<file path="config.mk">
export PLATFORM = sky130hd
export DESIGN_NAME = ffi_fault_flags
export DESIGN_NICKNAME = d
export VERILOG_FILES = /design/src/hdl/ffi_pkg.sv /design/src/hdl/ffi_i2c_target.sv /design/src/hdl/ffi_fault_flags.sv
export SDC_FILE = /design/constraint.sdc
export NUM_CORES = 1
export LEC_CHECK = 0
export BUFFER_PORTS_ARGS = -buffer_cell sky130_fd_sc_hd__buf_4
export CAP_MARGIN = 20
export CORE_AREA = 2 2 128 179
export CTS_CLUSTER_DIAMETER = 80
export DETAILED_ROUTE_END_ITERATION = 6
export DIE_AREA = 0 0 130 181
export PLACE_DENSITY = 0.8
export SLEW_MARGIN = 20
export SYNTH_ARGS = -nofsm -noshare
export SYNTH_HDL_FRONTEND = slang
export SYNTH_SLANG_ARGS = --single-unit
</file>
<file path="constraint.sdc">
create_clock -name i_clk -period 9.6 [get_ports i_clk]
set_clock_uncertainty 0.1 [all_clocks]
set_input_delay 0.96 -clock i_clk [delete_from_list [all_inputs] [get_ports i_clk]]
set_output_delay 0.96 -clock i_clk [all_outputs]
set_load 0.02 [all_outputs]
</file>
<file path="src/hdl/ffi_pkg.sv">
// Purpose: Shared constants and types of the fault flag block.
// Assumes: 100 MHz core clock.
// Notes:   Register indices are the byte after the target address.
package ffi_pkg;

  // Target address and register indices
  localparam logic [6:0] I2C_ADDR   = 7'h53;
  localparam logic [7:0] IDX_ENABLE = 8'h10;
  localparam logic [7:0] IDX_IND    = 8'h12;
  localparam logic [7:0] IDX_GPIO   = 8'h20;
  localparam logic [7:0] IDX_VIN    = 8'h80;
  localparam logic [7:0] IDX_TORCH  = 8'hA0;
  localparam logic [7:0] IDX_FLASH  = 8'hB0;
  localparam logic [7:0] IDX_DUR    = 8'hC0;
  localparam logic [7:0] IDX_FLAGS  = 8'hD0;
  localparam logic [7:0] IDX_CFG1   = 8'hE0;
  localparam logic [7:0] IDX_CFG2   = 8'hF0;

  // Reset values
  localparam logic [7:0] RST_ENABLE = 8'hF8;
  localparam logic [7:0] RST_IND    = 8'hF8;
  localparam logic [7:0] RST_GPIO   = 8'h80;
  localparam logic [7:0] RST_VIN    = 8'hF8;
  localparam logic [7:0] RST_TORCH  = 8'hFA;
  localparam logic [7:0] RST_FLASH  = 8'hFD;
  localparam logic [7:0] RST_DUR    = 8'hEF;
  localparam logic [7:0] RST_FLAGS  = 8'h00;
  localparam logic [7:0] RST_CFG1   = 8'h6A;
  localparam logic [7:0] RST_CFG2   = 8'hF0;

  // Field positions
  localparam int EN_EDGE_BIT     = 2;
  localparam int GPIO_PA1_CTL    = 0;
  localparam int GPIO_PA2_CTL    = 3;
  localparam int VIN_EN_BIT      = 0;
  localparam int CFG1_THERM_MODE = 4;
  localparam int CFG1_PA1_POL    = 5;
  localparam int CFG1_PA2_POL    = 6;
  localparam int CFG2_THERM_OFF  = 1;
  localparam int CFG2_VIN_OFF    = 3;
  localparam int DUR_W           = 5;

  // Flag bit positions
  localparam int FL_TIMEOUT = 0;
  localparam int FL_THERMAL = 1;
  localparam int FL_LED     = 2;
  localparam int FL_PA1     = 3;
  localparam int FL_PA2     = 4;
  localparam int FL_LEDTEMP = 5;
  localparam int FL_VIN     = 7;

  // Timing
  localparam int CLK_MHZ      = 100;
  localparam int OVP_DLY_NS   = 2000;
  localparam int OVP_CYC      = (OVP_DLY_NS * CLK_MHZ + 999) / 1000;
  localparam int SHORT_DLY_US = 250;
  localparam int SHORT_CYC    = SHORT_DLY_US * CLK_MHZ;
  localparam int TO_STEP_US   = 32;
  localparam int TO_STEP_CYC  = TO_STEP_US * CLK_MHZ;

  typedef enum logic [1:0] {
    LED_OFF   = 2'b00,
    LED_IND   = 2'b01,
    LED_TORCH = 2'b10,
    LED_FLASH = 2'b11
  } ffi_mode_type;

  typedef enum logic [2:0] {
    I2C_IDLE  = 3'b000,
    I2C_ADDRESS = 3'b001,
    I2C_INDEX = 3'b010,
    I2C_WDATA = 3'b011,
    I2C_RDATA = 3'b100
  } ffi_i2c_state_type;

endpackage : ffi_pkg

</file>
<file path="src/hdl/ffi_i2c_target.sv">
// Purpose: Two-wire target port giving byte access to the register bank.
// Assumes: Core clock far faster than the bus clock.
// Notes:   Bus pins are sampled; a read reuses the last written index.
`timescale 1ns/100ps
module ffi_i2c_target
  import ffi_pkg::*;
(
  // Clock and reset
  input  wire logic       i_clk,
  input  wire logic       i_rst,
  // Bus pins
  input  wire logic       i_scl,
  input  wire logic       i_sda,
  output logic            o_sda_oe,
  // Register side
  output logic            o_wr_pulse,
  output logic            o_rd_pulse,
  output logic [7:0]      o_idx,
  output logic [7:0]      o_wr_data,
  output logic [7:0]      o_rd_byte,
  input  wire logic [7:0] i_rd_data
);

  typedef struct packed {
    logic [1:0]        s1, s2, s3, f, fp;
    ffi_i2c_state_type st;
    logic              ack;
    logic [3:0]        bitc;
    logic [7:0]        sr, idx, wdat;
    logic              wr, rd, oe;
  } ffi_i2c_type;

  ffi_i2c_type r, n;
  logic scl, sda, start, stop, rise, fall;

  always_comb begin
    n    = r;
    n.wr = 1'b0;
    n.rd = 1'b0;
    n.s1 = {i_scl, i_sda};
    n.s2 = r.s1;
    n.s3 = r.s2;
    n.f  = (r.s2 & ~(r.s2 ^ r.s3)) | (r.f & (r.s2 ^ r.s3));
    n.fp = r.f;
    scl   = r.f[1];
    sda   = r.f[0];
    start = scl && r.fp[1] && r.fp[0] && !sda;
    stop  = scl && r.fp[1] && !r.fp[0] && sda;
    rise  = scl && !r.fp[1];
    fall  = !scl && r.fp[1];
    if (start) begin
      n.st   = I2C_ADDRESS;
      n.bitc = 4'h0;
      n.ack  = 1'b0;
      n.oe   = 1'b0;
    end else if (stop) begin
      n.st  = I2C_IDLE;
      n.ack = 1'b0;
      n.oe  = 1'b0;
    end else if (r.st != I2C_IDLE && rise) begin
      if (!r.ack && r.st != I2C_RDATA) begin
        n.sr   = {r.sr[6:0], sda};
        n.bitc = r.bitc + 4'h1;
      end else if (!r.ack) begin
        n.bitc = r.bitc + 4'h1;
      end else if (r.st == I2C_RDATA && sda) begin
        n.st  = I2C_IDLE;
        n.ack = 1'b0;
      end
    end else if (r.st != I2C_IDLE && fall) begin
      if (r.ack) begin
        n.ack  = 1'b0;
        n.bitc = 4'h0;
        n.oe   = 1'b0;
        if (r.st == I2C_RDATA) begin
          n.sr = i_rd_data;
          n.oe = ~i_rd_data[7];
          n.rd = 1'b1;
        end
      end else if (r.bitc == 4'h8) begin
        n.ack = 1'b1;
        unique case (r.st)
          I2C_ADDRESS: begin
            if (r.sr[7:1] == I2C_ADDR) begin
              n.oe = 1'b1;
              n.st = r.sr[0] ? I2C_RDATA : I2C_INDEX;
            end else begin
              n.st  = I2C_IDLE;
              n.ack = 1'b0;
            end
          end
          I2C_INDEX: begin
            n.idx = r.sr;
            n.oe  = 1'b1;
            n.st  = I2C_WDATA;
          end
          I2C_WDATA: begin
            n.wdat = r.sr;
            n.wr   = 1'b1;
            n.oe   = 1'b1;
          end
          I2C_RDATA: n.oe = 1'b0;
          default:   n.st = I2C_IDLE;
        endcase
      end else if (r.st == I2C_RDATA) begin
        n.sr = {r.sr[6:0], 1'b0};
        n.oe = ~r.sr[6];
      end
    end
  end

  always_ff @(posedge i_clk or posedge i_rst) begin
    if (i_rst) begin
      r <= '{s1: 2'h3, s2: 2'h3, s3: 2'h3, f: 2'h3, fp: 2'h3,
             st: I2C_IDLE, ack: 1'b0, bitc: 4'h0, sr: 8'h00,
             idx: 8'h00, wdat: 8'h00, wr: 1'b0, rd: 1'b0, oe: 1'b0};
    end else begin
      r <= n;
    end
  end

  assign o_sda_oe   = r.oe;
  assign o_wr_pulse = r.wr;
  assign o_rd_pulse = r.rd;
  assign o_idx      = r.idx;
  assign o_wr_data  = r.wdat;
  assign o_rd_byte  = r.sr;

endmodule : ffi_i2c_target

</file>
<file path="src/hdl/ffi_fault_flags.sv">
// Purpose: Fault and event flag bank with flash control and bus access.
// Assumes: Comparator and pin inputs are asynchronous to i_clk.
// Notes:   Flags are sticky and clear on a bus read of the flag register.
// Notes on behaviour
// - Reading flags clears the bits just returned
// - Timeout flag set when pulse outlives timeout
// - Trigger low or mode off ends pulse quietly
// - Enable pin low or new pulse clears timeout
// - Overheat stops converter, sources, sets thermal flag
// - Restart needs cool, flags read, software enable
// - Open or shorted LED sets fault flag
// - Short must last 250us before flagging
// - Open LED flagged 2us after comparator trip
// - LED fault clears only on pin, read
// - Thermistor trip while lit sets LED temperature flag
// - Thermistor cutback lifts after recovery and read
// - Supply monitor trip sets supply flag
// - Supply cutback lifts after recovery and read
// - First pin event in its role sets bit 3
// - Second pin event in its role sets bit 4
// - Polarity bit picks rising or falling event
// - Start and stop detected while clock high
// - Answers address 0x53, write 0xA6, read 0xA7
// - Write gives index byte then data byte
// - Bytes MSB first; target acknowledges each byte it receives
// - Mode field cleared whenever a pulse ends
`timescale 1ns/100ps
module ffi_fault_flags
  import ffi_pkg::*;
#(
  parameter int unsigned P_TO_STEP_CYC = TO_STEP_CYC,
  parameter int unsigned P_SHORT_CYC   = SHORT_CYC
)
(
  // Clock and reset
  input  wire logic  i_clk,
  input  wire logic  i_rst,
  // Two-wire bus
  input  wire logic  i_scl,
  input  wire logic  i_sda,
  output logic       o_sda,
  output logic       o_sda_oe,
  // Control pins
  input  wire logic  i_hardware_enable_pin,
  input  wire logic  i_strobe,
  input  wire logic  i_first_interrupt_pin,
  input  wire logic  i_second_interrupt_pin,
  // Comparators
  input  wire logic  i_over_temp,
  input  wire logic  i_output_overvoltage_comparator,
  input  wire logic  i_led_short,
  input  wire logic  i_thermistor_low,
  input  wire logic  i_supply_low,
  // Power stage
  output logic       o_boost_en,
  output logic [1:0] o_led_mode
);

  typedef struct packed {
    logic [8:0]   s1, s2, s3, f, fp;
    logic [7:0]   en, ind, gpio, vin, torch, fla, dur, flags, cfg1, cfg2;
    logic         flash, by_strobe;
    logic [23:0]  tcnt, ovp_cnt, sh_cnt;
    logic         therm_lock, ltemp_lock, vin_lock;
    ffi_mode_type led;
    logic         boost, sda;
  } ffi_state_type;

  ffi_state_type r, n;

  logic       wr_pulse, rd_pulse, rd_fl, wr_en;
  logic [7:0] idx, wr_data, rd_byte, rd_data, set_v, fl;
  logic       en_pin, strobe, pa1, pa2, otemp, output_overvoltage_comparator, lshort, tlow, vlow;
  logic       strobe_rise, ev1, ev2, lit, start, tmo, early, kill;
  logic       off_req, torch_req;
  logic [1:0] mode;

  function automatic logic pin_event(input logic now, input logic prev,
                                     input logic pol);
    pin_event = pol ? (now && !prev) : (!now && prev);
  endfunction : pin_event

  ffi_i2c_target u_target (
    .i_clk      (i_clk),
    .i_rst      (i_rst),
    .i_scl      (i_scl),
    .i_sda      (i_sda),
    .o_sda_oe   (o_sda_oe),
    .o_wr_pulse (wr_pulse),
    .o_rd_pulse (rd_pulse),
    .o_idx      (idx),
    .o_wr_data  (wr_data),
    .o_rd_byte  (rd_byte),
    .i_rd_data  (rd_data)
  );

  // Register readback
  always_comb begin
    unique case (idx)
      IDX_ENABLE: rd_data = r.en;
      IDX_IND:    rd_data = r.ind;
      IDX_GPIO:   rd_data = r.gpio;
      IDX_VIN:    rd_data = r.vin;
      IDX_TORCH:  rd_data = r.torch;
      IDX_FLASH:  rd_data = r.fla;
      IDX_DUR:    rd_data = r.dur;
      IDX_FLAGS:  rd_data = r.flags;
      IDX_CFG1:   rd_data = r.cfg1;
      IDX_CFG2:   rd_data = r.cfg2;
      default:    rd_data = 8'h00;
    endcase
  end

  always_comb begin
    n    = r;
    n.s1 = {i_hardware_enable_pin, i_strobe, i_first_interrupt_pin,
            i_second_interrupt_pin, i_over_temp,
            i_output_overvoltage_comparator, i_led_short,
            i_thermistor_low, i_supply_low};
    n.s2 = r.s1;
    n.s3 = r.s2;
    n.f  = (r.s2 & ~(r.s2 ^ r.s3)) | (r.f & (r.s2 ^ r.s3));
    n.fp = r.f;
    {en_pin, strobe, pa1, pa2, otemp, output_overvoltage_comparator, lshort, tlow, vlow} = r.f;
    strobe_rise = strobe && !r.fp[7];
    ev1 = pin_event(pa1, r.fp[6], r.cfg1[CFG1_PA1_POL]);
    ev2 = pin_event(pa2, r.fp[5], r.cfg1[CFG1_PA2_POL]);
    rd_fl = rd_pulse && idx == IDX_FLAGS;
    wr_en = wr_pulse && idx == IDX_ENABLE;

    // Software writes
    if (wr_pulse) begin
      unique case (idx)
        IDX_ENABLE: n.en    = wr_data;
        IDX_IND:    n.ind   = wr_data;
        IDX_GPIO:   n.gpio  = wr_data;
        IDX_VIN:    n.vin   = wr_data;
        IDX_TORCH:  n.torch = wr_data;
        IDX_FLASH:  n.fla   = wr_data;
        IDX_DUR:    n.dur   = wr_data;
        IDX_CFG1:   n.cfg1  = wr_data;
        IDX_CFG2:   n.cfg2  = wr_data;
        default:    n.en    = r.en;
      endcase
    end
    mode = n.en[1:0];
    lit  = r.led == LED_TORCH || r.led == LED_FLASH;

    // Fault qualification counters
    n.ovp_cnt = (lit && output_overvoltage_comparator) ? r.ovp_cnt + 24'h1 : 24'h0;
    if (r.ovp_cnt == 24'(OVP_CYC)) begin
      n.ovp_cnt = r.ovp_cnt;
    end
    n.sh_cnt = (lit && lshort) ? r.sh_cnt + 24'h1 : 24'h0;
    if (r.sh_cnt == 24'(P_SHORT_CYC)) begin
      n.sh_cnt = r.sh_cnt;
    end

    // Flash pulse
    tmo = r.flash &&
          r.tcnt >= 24'((r.dur[DUR_W-1:0] + 1) * P_TO_STEP_CYC) - 24'h1;
    early = r.flash && ((r.by_strobe && !r.en[EN_EDGE_BIT] && !strobe) ||
            (wr_en && wr_data[1:0] == LED_OFF));
    n.therm_lock = otemp || (r.therm_lock &&
                   !(r.flags[FL_THERMAL] == 1'b0 && wr_en &&
                   wr_data[1:0] != LED_OFF));
    // Releasing write must not be cancelled by the old lock
    kill  = !en_pin || n.therm_lock;
    start = !r.flash && !kill &&
            (strobe_rise || (wr_en && wr_data[1:0] == LED_FLASH));

    // Event sets
    set_v              = 8'h00;
    set_v[FL_TIMEOUT]  = tmo;
    set_v[FL_THERMAL]  = otemp;
    set_v[FL_LED]      = lit && ((output_overvoltage_comparator && r.ovp_cnt == 24'(OVP_CYC) - 24'h1)
                         || (lshort && r.sh_cnt == 24'(P_SHORT_CYC)
                         - 24'h1));
    set_v[FL_PA1]      = !r.gpio[GPIO_PA1_CTL] && ev1;
    set_v[FL_PA2]      = !r.gpio[GPIO_PA2_CTL] && ev2;
    set_v[FL_LEDTEMP]  = lit && r.cfg1[CFG1_THERM_MODE] && tlow;
    set_v[FL_VIN]      = r.vin[VIN_EN_BIT] && vlow;

    // Cutback locks
    n.ltemp_lock = set_v[FL_LEDTEMP] ||
                   (r.ltemp_lock && (tlow || r.flags[FL_LEDTEMP]));
    n.vin_lock   = set_v[FL_VIN] ||
                   (r.vin_lock && (vlow || r.flags[FL_VIN]));

    if (start) begin
      n.flash     = 1'b1;
      n.by_strobe = strobe_rise;
      n.tcnt      = 24'h0;
      n.en[1:0]   = LED_FLASH;
    end else if (r.flash) begin
      n.tcnt = r.tcnt + 24'h1;
      if (tmo || early || kill) begin
        n.flash   = 1'b0;
        n.en[1:0] = LED_OFF;
      end
    end
    if (kill && !start && !r.flash && mode != LED_OFF) begin
      n.en[1:0] = LED_OFF;
    end

    // Sticky flags, event wins over read clear
    fl = rd_fl ? (r.flags & ~rd_byte) : r.flags;
    if (start) begin
      fl[FL_TIMEOUT] = 1'b0;
    end
    n.flags = fl | set_v;
    if (!en_pin) begin
      n.flags[FL_TIMEOUT] = 1'b0;
      n.flags[FL_LED]     = 1'b0;
    end

    // Power stage drive
    off_req   = (n.ltemp_lock && r.cfg2[CFG2_THERM_OFF]) ||
                (n.vin_lock && r.cfg2[CFG2_VIN_OFF]);
    torch_req = n.ltemp_lock || n.vin_lock;
    if (n.therm_lock || !en_pin) begin
      n.led = LED_OFF;
    end else if (n.flash) begin
      n.led = off_req ? LED_OFF : (torch_req ? LED_TORCH : LED_FLASH);
    end else if (n.en[1:0] == LED_TORCH) begin
      n.led = off_req ? LED_OFF : LED_TORCH;
    end else if (n.en[1:0] == LED_IND && !r.cfg1[CFG1_THERM_MODE]) begin
      n.led = LED_IND;
    end else begin
      n.led = LED_OFF;
    end
    n.boost = n.led == LED_TORCH || n.led == LED_FLASH;
    n.sda   = 1'b0;
  end

  always_ff @(posedge i_clk or posedge i_rst) begin
    if (i_rst) begin
      r <= '{s1: 9'h000, s2: 9'h000, s3: 9'h000, f: 9'h000, fp: 9'h000,
             en: RST_ENABLE, ind: RST_IND, gpio: RST_GPIO, vin: RST_VIN,
             torch: RST_TORCH, fla: RST_FLASH, dur: RST_DUR,
             flags: RST_FLAGS, cfg1: RST_CFG1, cfg2: RST_CFG2,
             flash: 1'b0, by_strobe: 1'b0, tcnt: 24'h0, ovp_cnt: 24'h0,
             sh_cnt: 24'h0, therm_lock: 1'b0, ltemp_lock: 1'b0,
             vin_lock: 1'b0, led: LED_OFF, boost: 1'b0, sda: 1'b0};
    end else begin
      r <= n;
    end
  end

  assign o_sda      = r.sda;
  assign o_boost_en = r.boost;
  assign o_led_mode = r.led;
endmodule : ffi_fault_flags

</file>
* After elaboration in Yosys (flattened, before gate mapping) *
Cells that the tools add are included.

operators by class
  multiply operators = 1
  magnitude comparators = 1
  bitwise logic cells = 20
  multiplexer cells = 82
  add/subtract/negate cells = 6
  equality and inequality tests = 39
  reductions and logical operators = 114

operators with widths
  kind                                                 count
  2-to-1 mux 8 bit                                     14
  2-to-1 mux 24 bit                                    4
  one-hot mux 8 bit (10 select lines)                  1
  adder 24 x 1 -> 24 bit (second input constant)       3
  == test 8 bit (second input constant)                7
  2-to-1 mux 4 bit                                     13
  2-to-1 mux 50 bit                                    1
  == test 24 x 15 -> 1 bit (second input constant)     2
  == test 24 x 8 -> 1 bit (second input constant)      2
  logical AND 1 bit                                    47
  2-to-1 mux 35 bit                                    1
  2-to-1 mux 17 bit                                    2
  2-to-1 mux 2 bit                                     17
  2-to-1 mux 30 bit                                    1
  >= comparator 24 bit                                 1
  AND reduction 7 bit                                  3
  logical NOT 1 bit                                    20
  2-to-1 mux 1 bit                                     20
  AND reduction 2 bit                                  10
  2-to-1 mux 19 bit                                    1
  subtractor 18 x 1 -> 19 bit (second input constant)  1
  AND 9 bit                                            2
  == test 8 x 5 -> 1 bit (second input constant)       2
  2-to-1 mux 16 bit                                    1
  other kinds (45)                                     87

word-level totals
  register bits = 249
  output and inout bits = 5
  logic and storage cells = 303
  input bits = 13

* Logic depth before layout (Yosys ltp) *
Gate-level depths: netlist of the first run.

  depth after elaboration = 24
  mapped depth = 22

* Hierarchy *
From an unflattened synthesis of the first run, not the netlist that was laid out.

second synthesis, totals
  cells, all modules = 1138
  area total of the unflattened synthesis = 12403.1 µm²

modules (own cells, without submodules)
  module           cells an instance  area each (µm²)  times used
  ffi_fault_flags  943                10077.2          1
  ffi_i2c_target   195                2326.0           1

* Worst setup path before layout of the first run *
No wires, ideal clock.

  path type = register to register
  from = reg r[105] (netlist name)
  to = reg r (netlist bit o_boost_en)
  setup slack = 4.366 ns
  period minus slack after synthesis = 5.234 ns
  library setup time = 0.126 ns
  data arrival time = 5.009 ns
  cell stages (with the launch flop) = 21
  required time = 9.374 ns
  path through = dfstp_2 -> clkbuf_1 -> inv_1 -> ha_1 -> xor2_1 -> ha_1 -> ha_1 -> inv_1 -> fa_1 -> xor2_1 -> nand2_1 -> nor4bb_1 -> nand3_1 -> or3_1 -> ha_1 -> nand4_1 -> nor4_1 -> a22oi_1 -> o21bai_1 -> nand2b_1 -> o22ai_1

RTL lines
  element                 line                    text
  start, declared         ffi_fault_flags.sv:69   ffi_state_type r, n;
  start signal, assigned  ffi_fault_flags.sv:238  r <= '{s1: 9'h000, s2: 9'h000, s3: 9'h000, f: 9'h000, fp: 9'h000,
  start signal, assigned  ffi_fault_flags.sv:246  r <= n;

==> flow_metrics.py, run 1 <==
metrics = {
    "run_status": {
        "status": "completed",
    },
    "yosys": {
        "synth_edf_count": 0,
        "synthFlopType": "dfrtp_1",
        "yosys-top-cells-count": "190 x dfrtp_1, 108 x nor2_1, 92 x mux2_2",
        "synth_area_leaders": "dfrtp_1 39%, dfstp_2 12%, mux2_2 8.6%",
        "synth_warnings": 0,
        "postSynthCellCount": 1099,
        "yosys.area.top_type": "dfrtp_1",
        "ys_types": 78,
        "synth_top_area_frac": 0.393,
        "synth_most_common_cell": "dfrtp_1",
        "ys_ff_latch": 244,
        "async_flop_share": 1.00,
        "synth_nets": 1155,
        "syn_area_um2": 12100,
        "syn_avg_cell_area_um2": 11.0,
        "ys_seq_area_frac": 0.511,
    },
    "clock_tree": {
        "cts_buffers": 24,
        "cts_tree": "done",
        "cts_max_level": 1,
        "clockBufferDepth": 3,
        "post_cts_buffers": 0,
        "hold_buffers": 0,
        "post_cts_resized": 0,
        "clkTransAtPathRegs_ns": 0.07,
        "clock_sink_count": 244,
        "clock_latency_ns": 0.52,
        "cts_root_buf": "clkbuf_16",
    },
    "floorplanning": {
        "fp.dieW_um": 130,
        "fp.dieH_um": 181,
        "std_cell_rows": 64,
        "dieArea_um2": 23500,
        "io_pins": 18,
        "initial_core_util": 0.553,
        "core_um2": 21900,
    },
    "grt": {
        "grt_max_degree": 88,
        "gr-total-overflow": 0,
        "grt.total_usage": 0.218,
        "grt_pass1_wl_mm": 41.8,
        "grt_pass1_vias": 8515,
        "antenna_found_initial": 0,
    },
    "detailed_routing": {
        "drt.antenna.violating_nets": 0,
        "drc_errors": 0,
        "dr_total_vias": 8421,
        "firstDrtPassIters": 7,
        "viasPerCell": 5.93,
        "wire_per_inst_um": 17.6,
        "initialDrtViolationCount": 535,
        "drt_wl_total_mm": 25.0,
    },
    "cells_and_area": {
        "n_antenna_cell": 0,
        "post-route-util": 0.605,
        "nets": 1162,
        "drive_gt1_frac": 0.206,
        "syn2layout_area_growth_pct": 9.53,
        "layout.cells.non_filler": 1421,
    },
    "worst_hold_path": {
        "hold_path_class": "reg2reg",
        "whs_path_depth": 0,
        "hp-start": "n[191]",
        "whs_endpoint": "n[182]",
    },
    "timing": {
        "relSlewSlack": 0.307,
        "hold_viol": 0,
        "fin_crit_ns": 5.79,
        "max_freq_mhz": 173,
        "finalSetupTns_ns": 0,
        "finalCritPeriodShare": 0.603,
        "tightest_slew_ns": 1.04,
        "slew_viol_final": 0,
        "setup_viol": 0,
        "rsz0062_at_grt": "no",
    },
    "power_and_ir_drop": {
        "leakagePower_uw": 0.00572,
        "vdd_drop_max_uv": 186,
        "finalPower_uw": 2050,
        "powerDensity_nw_per_um2": 155,
        "power.clock.fraction": 0.451,
        "seqPwrFrac": 0.521,
        "net-switching-power_uw": 452,
        "intPower_uw": 1600,
        "p_comb_frac": 0.028,
        "swShare": 0.220,
    },
    "critical_path": {
        "startpoint_type": "flop",
        "cp.required_ns": 9.89,
        "critical_path.top_delay_family": "simple AND/OR/NAND/NOR gates",
        "slowest_delay_ns": 0.63,
        "critical_path_peak_fanout": 9,
        "r2r_slack_ns": 3.81,
        "reg2reg_from": "r[105]",
        "crit_top_cell": "ha_1",
        "r2r_end": "o_led_mode[1]",
        "path_cells": "ha_1, nand3_1, xor2_1, inv_1, ha_1, ha_1, inv_1, fa_1, xor2_1, nand2_1, nor4bb_1, nand3_1, or3_1, ha_1, nand4_1, nor4_1, a22oi_1, o21bai_1, nand2b_1, o22ai_1",
        "worst-path-buf-inv": 2,
        "worst-setup-path-type": "reg2reg",
        "crit_path_end_kind": "flop",
        "arrival_ns": 6.09,
        "cpMaxStageDelayCell": "dfstp_2",
        "rr_worst_depth": 20,
    },
    "placement": {
        "routabilityCongestion": 0.869,
        "place_inst": 1377,
        "port_buffers": 16,
        "dp_hpwl_mm": 17.3,
    },
    "run": {
        "cap_violations": 0,
    },
}
## kinds of logic after synthesis
group,count (synthesis),share of synthesized area
AO/OA/AOI/OAI,151,0.0821
adder cells (fa/ha/maj),54,0.0543
AND/OR/NAND/NOR,383,0.162
flip-flops,244,0.511
buffers and inverters,74,0.0248
XOR/XNOR,85,0.0616
multiplexers,107,0.104
other,1,0.000310
## how the worst max path moves through the flow
stage / endpoint / cells past startpoint / start / slack, ns
after detailed placement: r[154] / 20 / r[105] / 3.87
after global placement: r[154] / 20 / r[105] / 4.20
final: o_led_mode[1] / 20 / r[105] / 3.81
after CTS: o_led_mode[1] / 20 / r[105] / 3.85
after floorplan: asynchronous set/reset pin / 1 / i_rst / 1.93
after global routing: o_led_mode[1] / 20 / r[105] / 3.32
## routing by layer
| layer | vias to the layer above | part of all wire | global-route usage |
|---|---|---|---|
| met2 | 225 | 0.51 | 0.377 |
| met4 | 0 | 0.043 | 0.0903 |
| li1 | 3916 | - | - |
| met1 | 4203 | 0.40 | 0.272 |
| met5 | - | 0 | 0 |
| met3 | 77 | 0.048 | 0.0311 |
## cells in the final DEF, fill, tap and decap left out, types with 4 or more instances in the layout
| cell type | count |
|---|---|
| maj3_1 | 11 |
| a21oi_1 | 38 |
| mux2_2 | 92 |
| dfrtp_1 | 190 |
| mux4_2 | 6 |
| nor3_1 | 22 |
| nor4_1 | 9 |
| or4_1 | 5 |
| and2_1 | 5 |
| xor2_1 | 49 |
| and3_1 | 14 |
| inv_1 | 32 |
| xnor2_1 | 36 |
| mux2i_1 | 9 |
| nand2_1 | 88 |
| clkbuf_16 | 25 |
| nand3b_1 | 5 |
| nand4_1 | 22 |
| o211ai_1 | 4 |
| o31ai_1 | 6 |
| a22oi_1 | 12 |
| ha_1 | 42 |
| a21o_1 | 10 |
| nor2_1 | 108 |
| clkbuf_1 | 8 |
| nor2b_1 | 8 |
| buf_4 | 21 |
| dfstp_2 | 54 |
| and4_1 | 9 |
| nand2b_1 | 11 |
| nand3_1 | 41 |
| o21ai_0 | 40 |
| or3_1 | 7 |
## worst reg2reg max path: stages (launching register included)
cell	delay (ns)
dfstp_2	0.63
ha_1	0.38
nand3_1	0.20
xor2_1	0.22
inv_1	0.11
ha_1	0.29
ha_1	0.16
inv_1	0.05
fa_1	0.40
xor2_1	0.22
nand2_1	0.12
nor4bb_1	0.41
nand3_1	0.17
or3_1	0.53
ha_1	0.37
nand4_1	0.17
nor4_1	0.48
a22oi_1	0.16
o21bai_1	0.19
nand2b_1	0.18
o22ai_1	0.12
## layout make-up
cell class	count	area (um^2)
flip-flops and latches	244	6170
repair buffers	22	169
clock inverters	8	78.8
multi-input cells	781	5610
well taps	297	372
fillers	1651	8630
clock buffers	36	697
inverters	33	131
## sequential cells by signal, summed over array words and instances, names as in the netlist, named ones only
| signal | count |
|---|---|
| o_led_mode | 2 |
| r | 169 |
| n | 18 |
| u_target.o_rd_byte | 8 |
| u_target.o_rd_pulse | 1 |
| u_target.o_wr_data | 8 |
| u_target.o_sda_oe | 1 |
| o_boost_en | 1 |
| u_target.o_wr_pulse | 1 |
| u_target.n | 4 |
| u_target.r | 12 |
| u_target.o_idx | 8 |
## power by group through the flow
stage	clock network, uW	registers [uW]	logic, uW
2_1_floorplan	0	1080	42.7
6_report	927	1070	57.5
3_5_place_dp	0	1090	58.7
3_3_place_gp	0	1090	56.6
5_1_grt	988	1070	66.8
4_1_cts	943	1070	58.9
## stage by stage
| stage | area [um^2] | setup slack, ns | hold slack (ns) |
|---|---|---|---|
| after floorplan | 12100 | 1.93 | 0.231 |
| after global placement | 12500 | 4.20 | 0.232 |
| after detailed placement | 12500 | 3.87 | 0.238 |
| after CTS | 13200 | 3.85 | 0.252 |
| after global routing | 13200 | 3.32 | 0.248 |
| final | 13200 | 3.81 | 0.247 |
Note: power is estimated with default switching activity, not from simulation.
==> inputs of run 2 (changes only) <==
Settings changed: ABC_AREA from default to 1, CORE_AREA 2 2 128 179 to 2 2 128 180, DIE_AREA 0 0 130 181 to 0 0 130 182.
Clock period 9.6 ns to 5.45 ns, I/O delays scaled along.
==> run 2 against run 1 <==
Compared with the run above:
- count of clock-buffer cells in the layout shrank 7
- worst setup slack lost 3.4 ns
- highest routed layer unchanged
- critical endpoint unchanged
- largest cell class unchanged
- critical path type unchanged
- non-clock buffer count grew 1
- final cell count grew 27%
==> flow_metrics.py, run 2 <==
metrics = {
    "run_status": {
        "status": "completed",
    },
    "clock_tree": {
        "clkTransAtPathRegs_ns": 0.06,
        "cts_max_level": 1,
        "cts_tree": "done",
        "clockBufferDepth": 3,
        "clock_latency_ns": 0.52,
        "cts_root_buf": "clkbuf_16",
        "cts_buffers": 23,
        "clock_sink_count": 244,
    },
    "cells_and_area": {
        "drive_gt1_frac": 0.117,
        "nFillCells": 1878,
        "largest-register": "r",
        "final_common_cell": "nand2_1",
        "nets": 1537,
        "largest_register_ffs": 169,
        "layout_common_cells": "351 x nand2_1, 190 x dfrtp_1, 149 x inv_1",
        "n_antenna_cell": 0,
        "syn2layout_area_growth_pct": 10.3,
    },
    "critical_path": {
        "startpoint_type": "flop",
        "crit_start": "r[105]",
        "cp.required_ns": 5.77,
        "crit_top_cell": "nand2_1",
        "worst-setup-path-type": "reg2reg",
        "critical_path_peak_fanout": 6,
        "reg2reg_from": "r[105]",
        "slowest_delay_ns": 0.58,
        "arrival_ns": 5.40,
        "cpMaxStageDelayCell": "dfstp_2",
        "worst-path-buf-inv": 4,
        "critical_path.top_delay_family": "adder cells",
        "crit_path_end_kind": "flop",
    },
    "yosys": {
        "syn_avg_cell_area_um2": 8.36,
        "ys_types": 58,
        "synth_warnings": 0,
        "postSynthCellCount": 1460,
        "synth_most_common_cell": "nand2_1",
        "syn_area_um2": 12200,
        "synth_mux_area_frac": 0,
        "yosys-top-cells-count": "351 x nand2_1, 190 x dfrtp_1, 151 x inv_1",
        "yosys.area.top_type": "dfrtp_1",
        "synth_nets": 1516,
        "synth_top_family_by_area": "simple AND/OR/NAND/NOR gates",
        "synth_top_area_frac": 0.390,
        "yosys.area_share.simple": 0.243,
        "synth_area_leaders": "dfrtp_1 39%, dfstp_2 12%, nand2_1 11%",
        "synthFlopType": "dfrtp_1",
        "synth-adder-area-share": 0.0537,
        "ys_seq_area_frac": 0.506,
        "async_flop_share": 1.00,
        "synth_edf_count": 0,
        "synth_xor_area_frac": 0.0215,
        "synth-compound-area-share": 0.113,
        "ys_ff_latch": 244,
    },
    "power_and_ir_drop": {
        "power.clock.fraction": 0.448,
        "seqPwrFrac": 0.507,
        "powerDensity_nw_per_um2": 279,
        "net-switching-power_uw": 834,
        "leakagePower_uw": 0.00596,
        "p_comb_frac": 0.045,
        "vdd_drop_max_uv": 312,
        "intPower_uw": 2930,
        "swShare": 0.222,
    },
    "detailed_routing": {
        "dr_total_vias": 9938,
        "firstDrtPassIters": 5,
        "viasPerCell": 5.52,
        "drt_wl_total_mm": 27.2,
        "initialDrtViolationCount": 860,
        "drc_errors": 0,
        "wire_per_inst_um": 15.1,
        "drt.antenna.violating_nets": 0,
    },
    "timing": {
        "whs_ns": 0.0287,
        "hold_viol": 0,
        "fin_crit_ns": 5.08,
        "tightest_slew_ns": 0.929,
        "rsz0062_at_grt": "no",
        "max_freq_mhz": 197,
        "finalCritPeriodShare": 0.931,
        "relSlewSlack": 0.379,
        "setup_viol": 0,
        "slew_viol_final": 0,
        "finalSetupTns_ns": 0,
    },
    "grt": {
        "grt_pass1_vias": 9676,
        "gr-total-overflow": 0,
        "grt_max_degree": 146,
        "grt_pass1_wl_mm": 46.1,
        "antenna_found_initial": 0,
        "grt.total_usage": 0.239,
    },
    "floorplanning": {
        "std_cell_rows": 65,
        "fp.dieW_um": 130,
        "core_um2": 22200,
        "fp.dieH_um": 182,
        "io_pins": 18,
        "initial_core_util": 0.550,
        "dieArea_um2": 23700,
    },
    "placement": {
        "dp_hpwl_mm": 19.2,
        "routabilityCongestion": 0.886,
        "port_buffers": 16,
    },
    "worst_hold_path": {
        "hold_path_class": "in2reg",
        "hp-start": "i_first_interrupt_pin",
    },
    "run": {
        "cap_violations": 0,
    },
}
[run 2: cell count changes after synthesis, moves of 15 or more]
cell / change
mux2_2: -92
o21ai_0: +103
inv_1: +118
nand2_1: +263
clkbuf_1: -15
a21oi_1: +37
xor2_1: -24
nor2_1: +38
nand3_1: +20
xnor2_1: -31
[run 2: cell families after synthesis]
logic type               after synthesis
AND/OR/NAND/NOR                      679
AO/OA/AOI/OAI                        258
flip-flops                           244
buffers and inverters                194
adder cells (fa/ha/maj)               54
XOR/XNOR                              30
other                                  1
[run 2: routing by layer]
metal | part of all wire | wire [um] | global-route usage | vias to the layer above
li1 | - | - | - | 4834
met1 | 0.40 | 10900 | 0.295 | 4719
met2 | 0.51 | 14000 | 0.418 | 295
met3 | 0.045 | 1240 | 0.0301 | 90
met4 | 0.041 | 1120 | 0.102 | 0
met5 | 0 | 0 | 0 | -
[run 2: repair_timing]
| action | 4_1_cts | 5_1_grt |
|---|---|---|
| resized for setup | 0 | 9 |
| endpoints found under the setup margin | 0 | 7 |
| hold buffers | 0 | 0 |
| buffers inserted | 0 | 5 |
[run 2: power by group through the flow]
stage / combinational [uW] / clock (uW) / sequential (uW)
global placement: 166 / 0 / 1940
detailed placement: 172 / 0 / 1940
CTS: 173 / 1720 / 1910
floorplan: 129 / 0 / 1930
finish: 169 / 1680 / 1910
global route: 195 / 1800 / 1910
[run 2: metrics by stage]
step	setup WS (ns)	power, uW	area [um^2]	util	instances
final	0.374	3760	13500	0.606	1799
after global routing	0.00780	3910	13500	0.606	1799
after CTS	0.0926	3790	13400	0.603	1794
after detailed placement	0.166	2110	12600	0.567	1752
after global placement	0.424	2100	12600	0.567	1752
after floorplan	0.865	2060	12200	-	1460
[run 2: final cells by class]
cell class              instances  area, um^2  share of cell area
clock buffers                  29         628              0.0467
repair buffers                 23         183              0.0136
flip-flops and latches        244        6170               0.459
inverters                     167         631              0.0468
clock inverters                13         168              0.0125
well taps                     301         377              0.0280
multi-input cells            1022        5300               0.394
[run 2: final timing paths]
kind,end,slack (ns),cells past startpoint
hold reg to reg,n[186],0.25,0
setup / recovery,o_led_mode[1],0.37,29
hold / removal,n[194],0.03,1
setup reg to reg,o_led_mode[1],0.37,29
max in group asynchronous,r[64],3.93,3
min in group asynchronous,r[14],0.11,2
==> inputs of run 3 (changes only) <==
Settings changed: GPL_TIMING_DRIVEN from default to 0.
==> run 3 against run 2 <==
Compared with the run above:
- maximum frequency fell by 2.5%
- sequential power barely moved
- critical path depth unchanged
- first-iteration DRC count fell by 17%
- highest routed layer unchanged
- wire length rose by 2.0%
- final cell count rose by 1.8%
- combinational power increased by 20%
- critical path type unchanged
- worst hold slack better by 0.017 ns
- global-route usage up 0.33 points
- design area is 2.3% higher
==> flow_metrics.py, run 3 (synthesis results as in run 2) <==
metrics = {
    "clock_tree": {
        "clock_latency_ns": 0.51,
        "cts_max_level": 1,
        "cts_root_buf": "clkbuf_16",
        "clock_sink_count": 244,
        "clkTransAtPathRegs_ns": 0.06,
        "clockBufferDepth": 3,
        "cts_buffers": 23,
        "cts_tree": "done",
    },
    "power_and_ir_drop": {
        "finalPower_uw": 3700,
        "leakagePower_uw": 0.00608,
        "powerDensity_nw_per_um2": 269,
        "swShare": 0.227,
        "net-switching-power_uw": 839,
        "power.clock.fraction": 0.431,
        "p_comb_frac": 0.055,
        "intPower_uw": 2860,
        "seqPwrFrac": 0.514,
        "vdd_drop_max_uv": 315,
    },
    "timing": {
        "hold_viol": 0,
        "finalCritPeriodShare": 0.955,
        "fin_crit_ns": 5.21,
        "setup_viol": 0,
        "finalSetupTns_ns": 0,
        "relSlewSlack": 0.587,
        "slew_viol_final": 0,
        "max_freq_mhz": 192,
        "tightest_slew_ns": 0.618,
    },
    "detailed_routing": {
        "wire_per_inst_um": 15.2,
        "dr_total_vias": 10000,
        "initialDrtViolationCount": 714,
        "viasPerCell": 5.48,
        "firstDrtPassIters": 6,
        "drt_wl_total_mm": 27.8,
        "drc_errors": 0,
        "drt.antenna.violating_nets": 0,
    },
    "cells_and_area": {
        "nets": 1570,
        "layout_common_cells": "351 x nand2_1, 190 x dfrtp_1, 149 x inv_1",
        "drive_gt1_frac": 0.131,
        "largest_register_ffs": 169,
        "largest-register": "r",
        "final_area_um2": 13800,
        "final_common_cell": "nand2_1",
        "n_antenna_cell": 0,
        "syn2layout_area_growth_pct": 12.8,
    },
    "run_status": {
        "status": "completed",
    },
    "floorplanning": {
        "dieArea_um2": 23700,
        "io_pins": 18,
        "initial_core_util": 0.550,
        "fp.dieH_um": 182,
        "std_cell_rows": 65,
        "fp.dieW_um": 130,
        "core_um2": 22200,
    },
    "critical_path": {
        "worst-path-buf-inv": 4,
        "critical_path.top_delay_family": "compound AO/OA/AOI/OAI gates",
        "arrival_ns": 5.53,
        "startpoint_type": "flop",
        "slowest_delay_ns": 0.57,
        "critical_path_peak_fanout": 6,
        "cp.required_ns": 5.77,
        "crit_top_cell": "nand2_1",
        "crit_path_end_kind": "flop",
        "worst-setup-path-type": "reg2reg",
        "cpMaxStageDelayCell": "dfstp_2",
    },
    "grt": {
        "grt_pass1_vias": 9962,
        "grt_pass1_wl_mm": 46.8,
        "grt.total_usage": 0.243,
        "gr-total-overflow": 0,
        "antenna_found_initial": 0,
        "grt_max_degree": 36,
    },
    "placement": {
        "dp_hpwl_mm": 20.2,
        "routabilityCongestion": 0.922,
        "place_area_um2": 12900,
        "port_buffers": 16,
    },
    "run": {
        "cap_violations": 0,
    },
    "worst_hold_path": {
        "hold_path_class": "in2reg",
    },
}
[run 3: power by group through the flow]
stage               combinational, uW  sequential, uW  clock [uW]
floorplan                         129            1930           0
global placement                  174            1930           0
detailed placement                200            1940           0
CTS                               201            1900        1620
global route                      229            1910        1690
finish                            203            1900        1590
[run 3: repair_timing]
| item | in CTS | in global routing |
|---|---|---|
| gates cloned | 0 | 0 |
| hold buffers | 1 | 0 |
| buffers inserted | 1 | 3 |
| gates resized for setup | 0 | 17 |
| pin swaps | 1 | 4 |
| hold endpoints to repair | 14 | 0 |
| endpoints found under the setup margin | 3 | 6 |
[run 3: metal layers]
| metal | vias to the layer above | global-route usage | wire length (um) |
|---|---|---|---|
| li1 | 4887 | - | - |
| met1 | 4789 | 0.299 | 11000 |
| met2 | 289 | 0.426 | 14200 |
| met3 | 75 | 0.0262 | 1300 |
| met4 | 0 | 0.108 | 1300 |
| met5 | - | 0 | 0 |
[run 3: final timing paths]
check | startpoint | end | slack, ns | cells after the start
max in group asynchronous | i_rst | r[148] | 3.61 | 7
min in group asynchronous | i_rst | r[40] | 0.52 | 3
max | r[106] | o_boost_en | 0.24 | 29
min | i_first_interrupt_pin | n[194] | 0.05 | 1
max reg2reg | r[106] | o_boost_en | 0.24 | 29
min reg2reg | n[194] | n[185] | 0.25 | 0
[run 3: area by class of cell]
type	count	area [um^2]
clock buffers	30	642
well taps	301	377
flip-flops and latches	244	6170
plain buffers	26	138
inverters	167	631
fillers	1841	8430
clock inverters	11	105
multi-input cells	1022	5340
repair buffers	30	363
[run 3: metrics by stage]
step	utilization	worst slack (ns)	hold WS, ns	instances
2_1_floorplan	-	0.865	0.231	1460
3_3_place_gp	0.572	0.0264	0.233	1777
3_5_place_dp	0.581	-0.0921	0.237	1786
4_1_cts	0.616	0.0385	0.0297	1829
5_1_grt	0.620	-0.0667	0.0288	1831
6_report	0.620	0.245	0.0456	1831
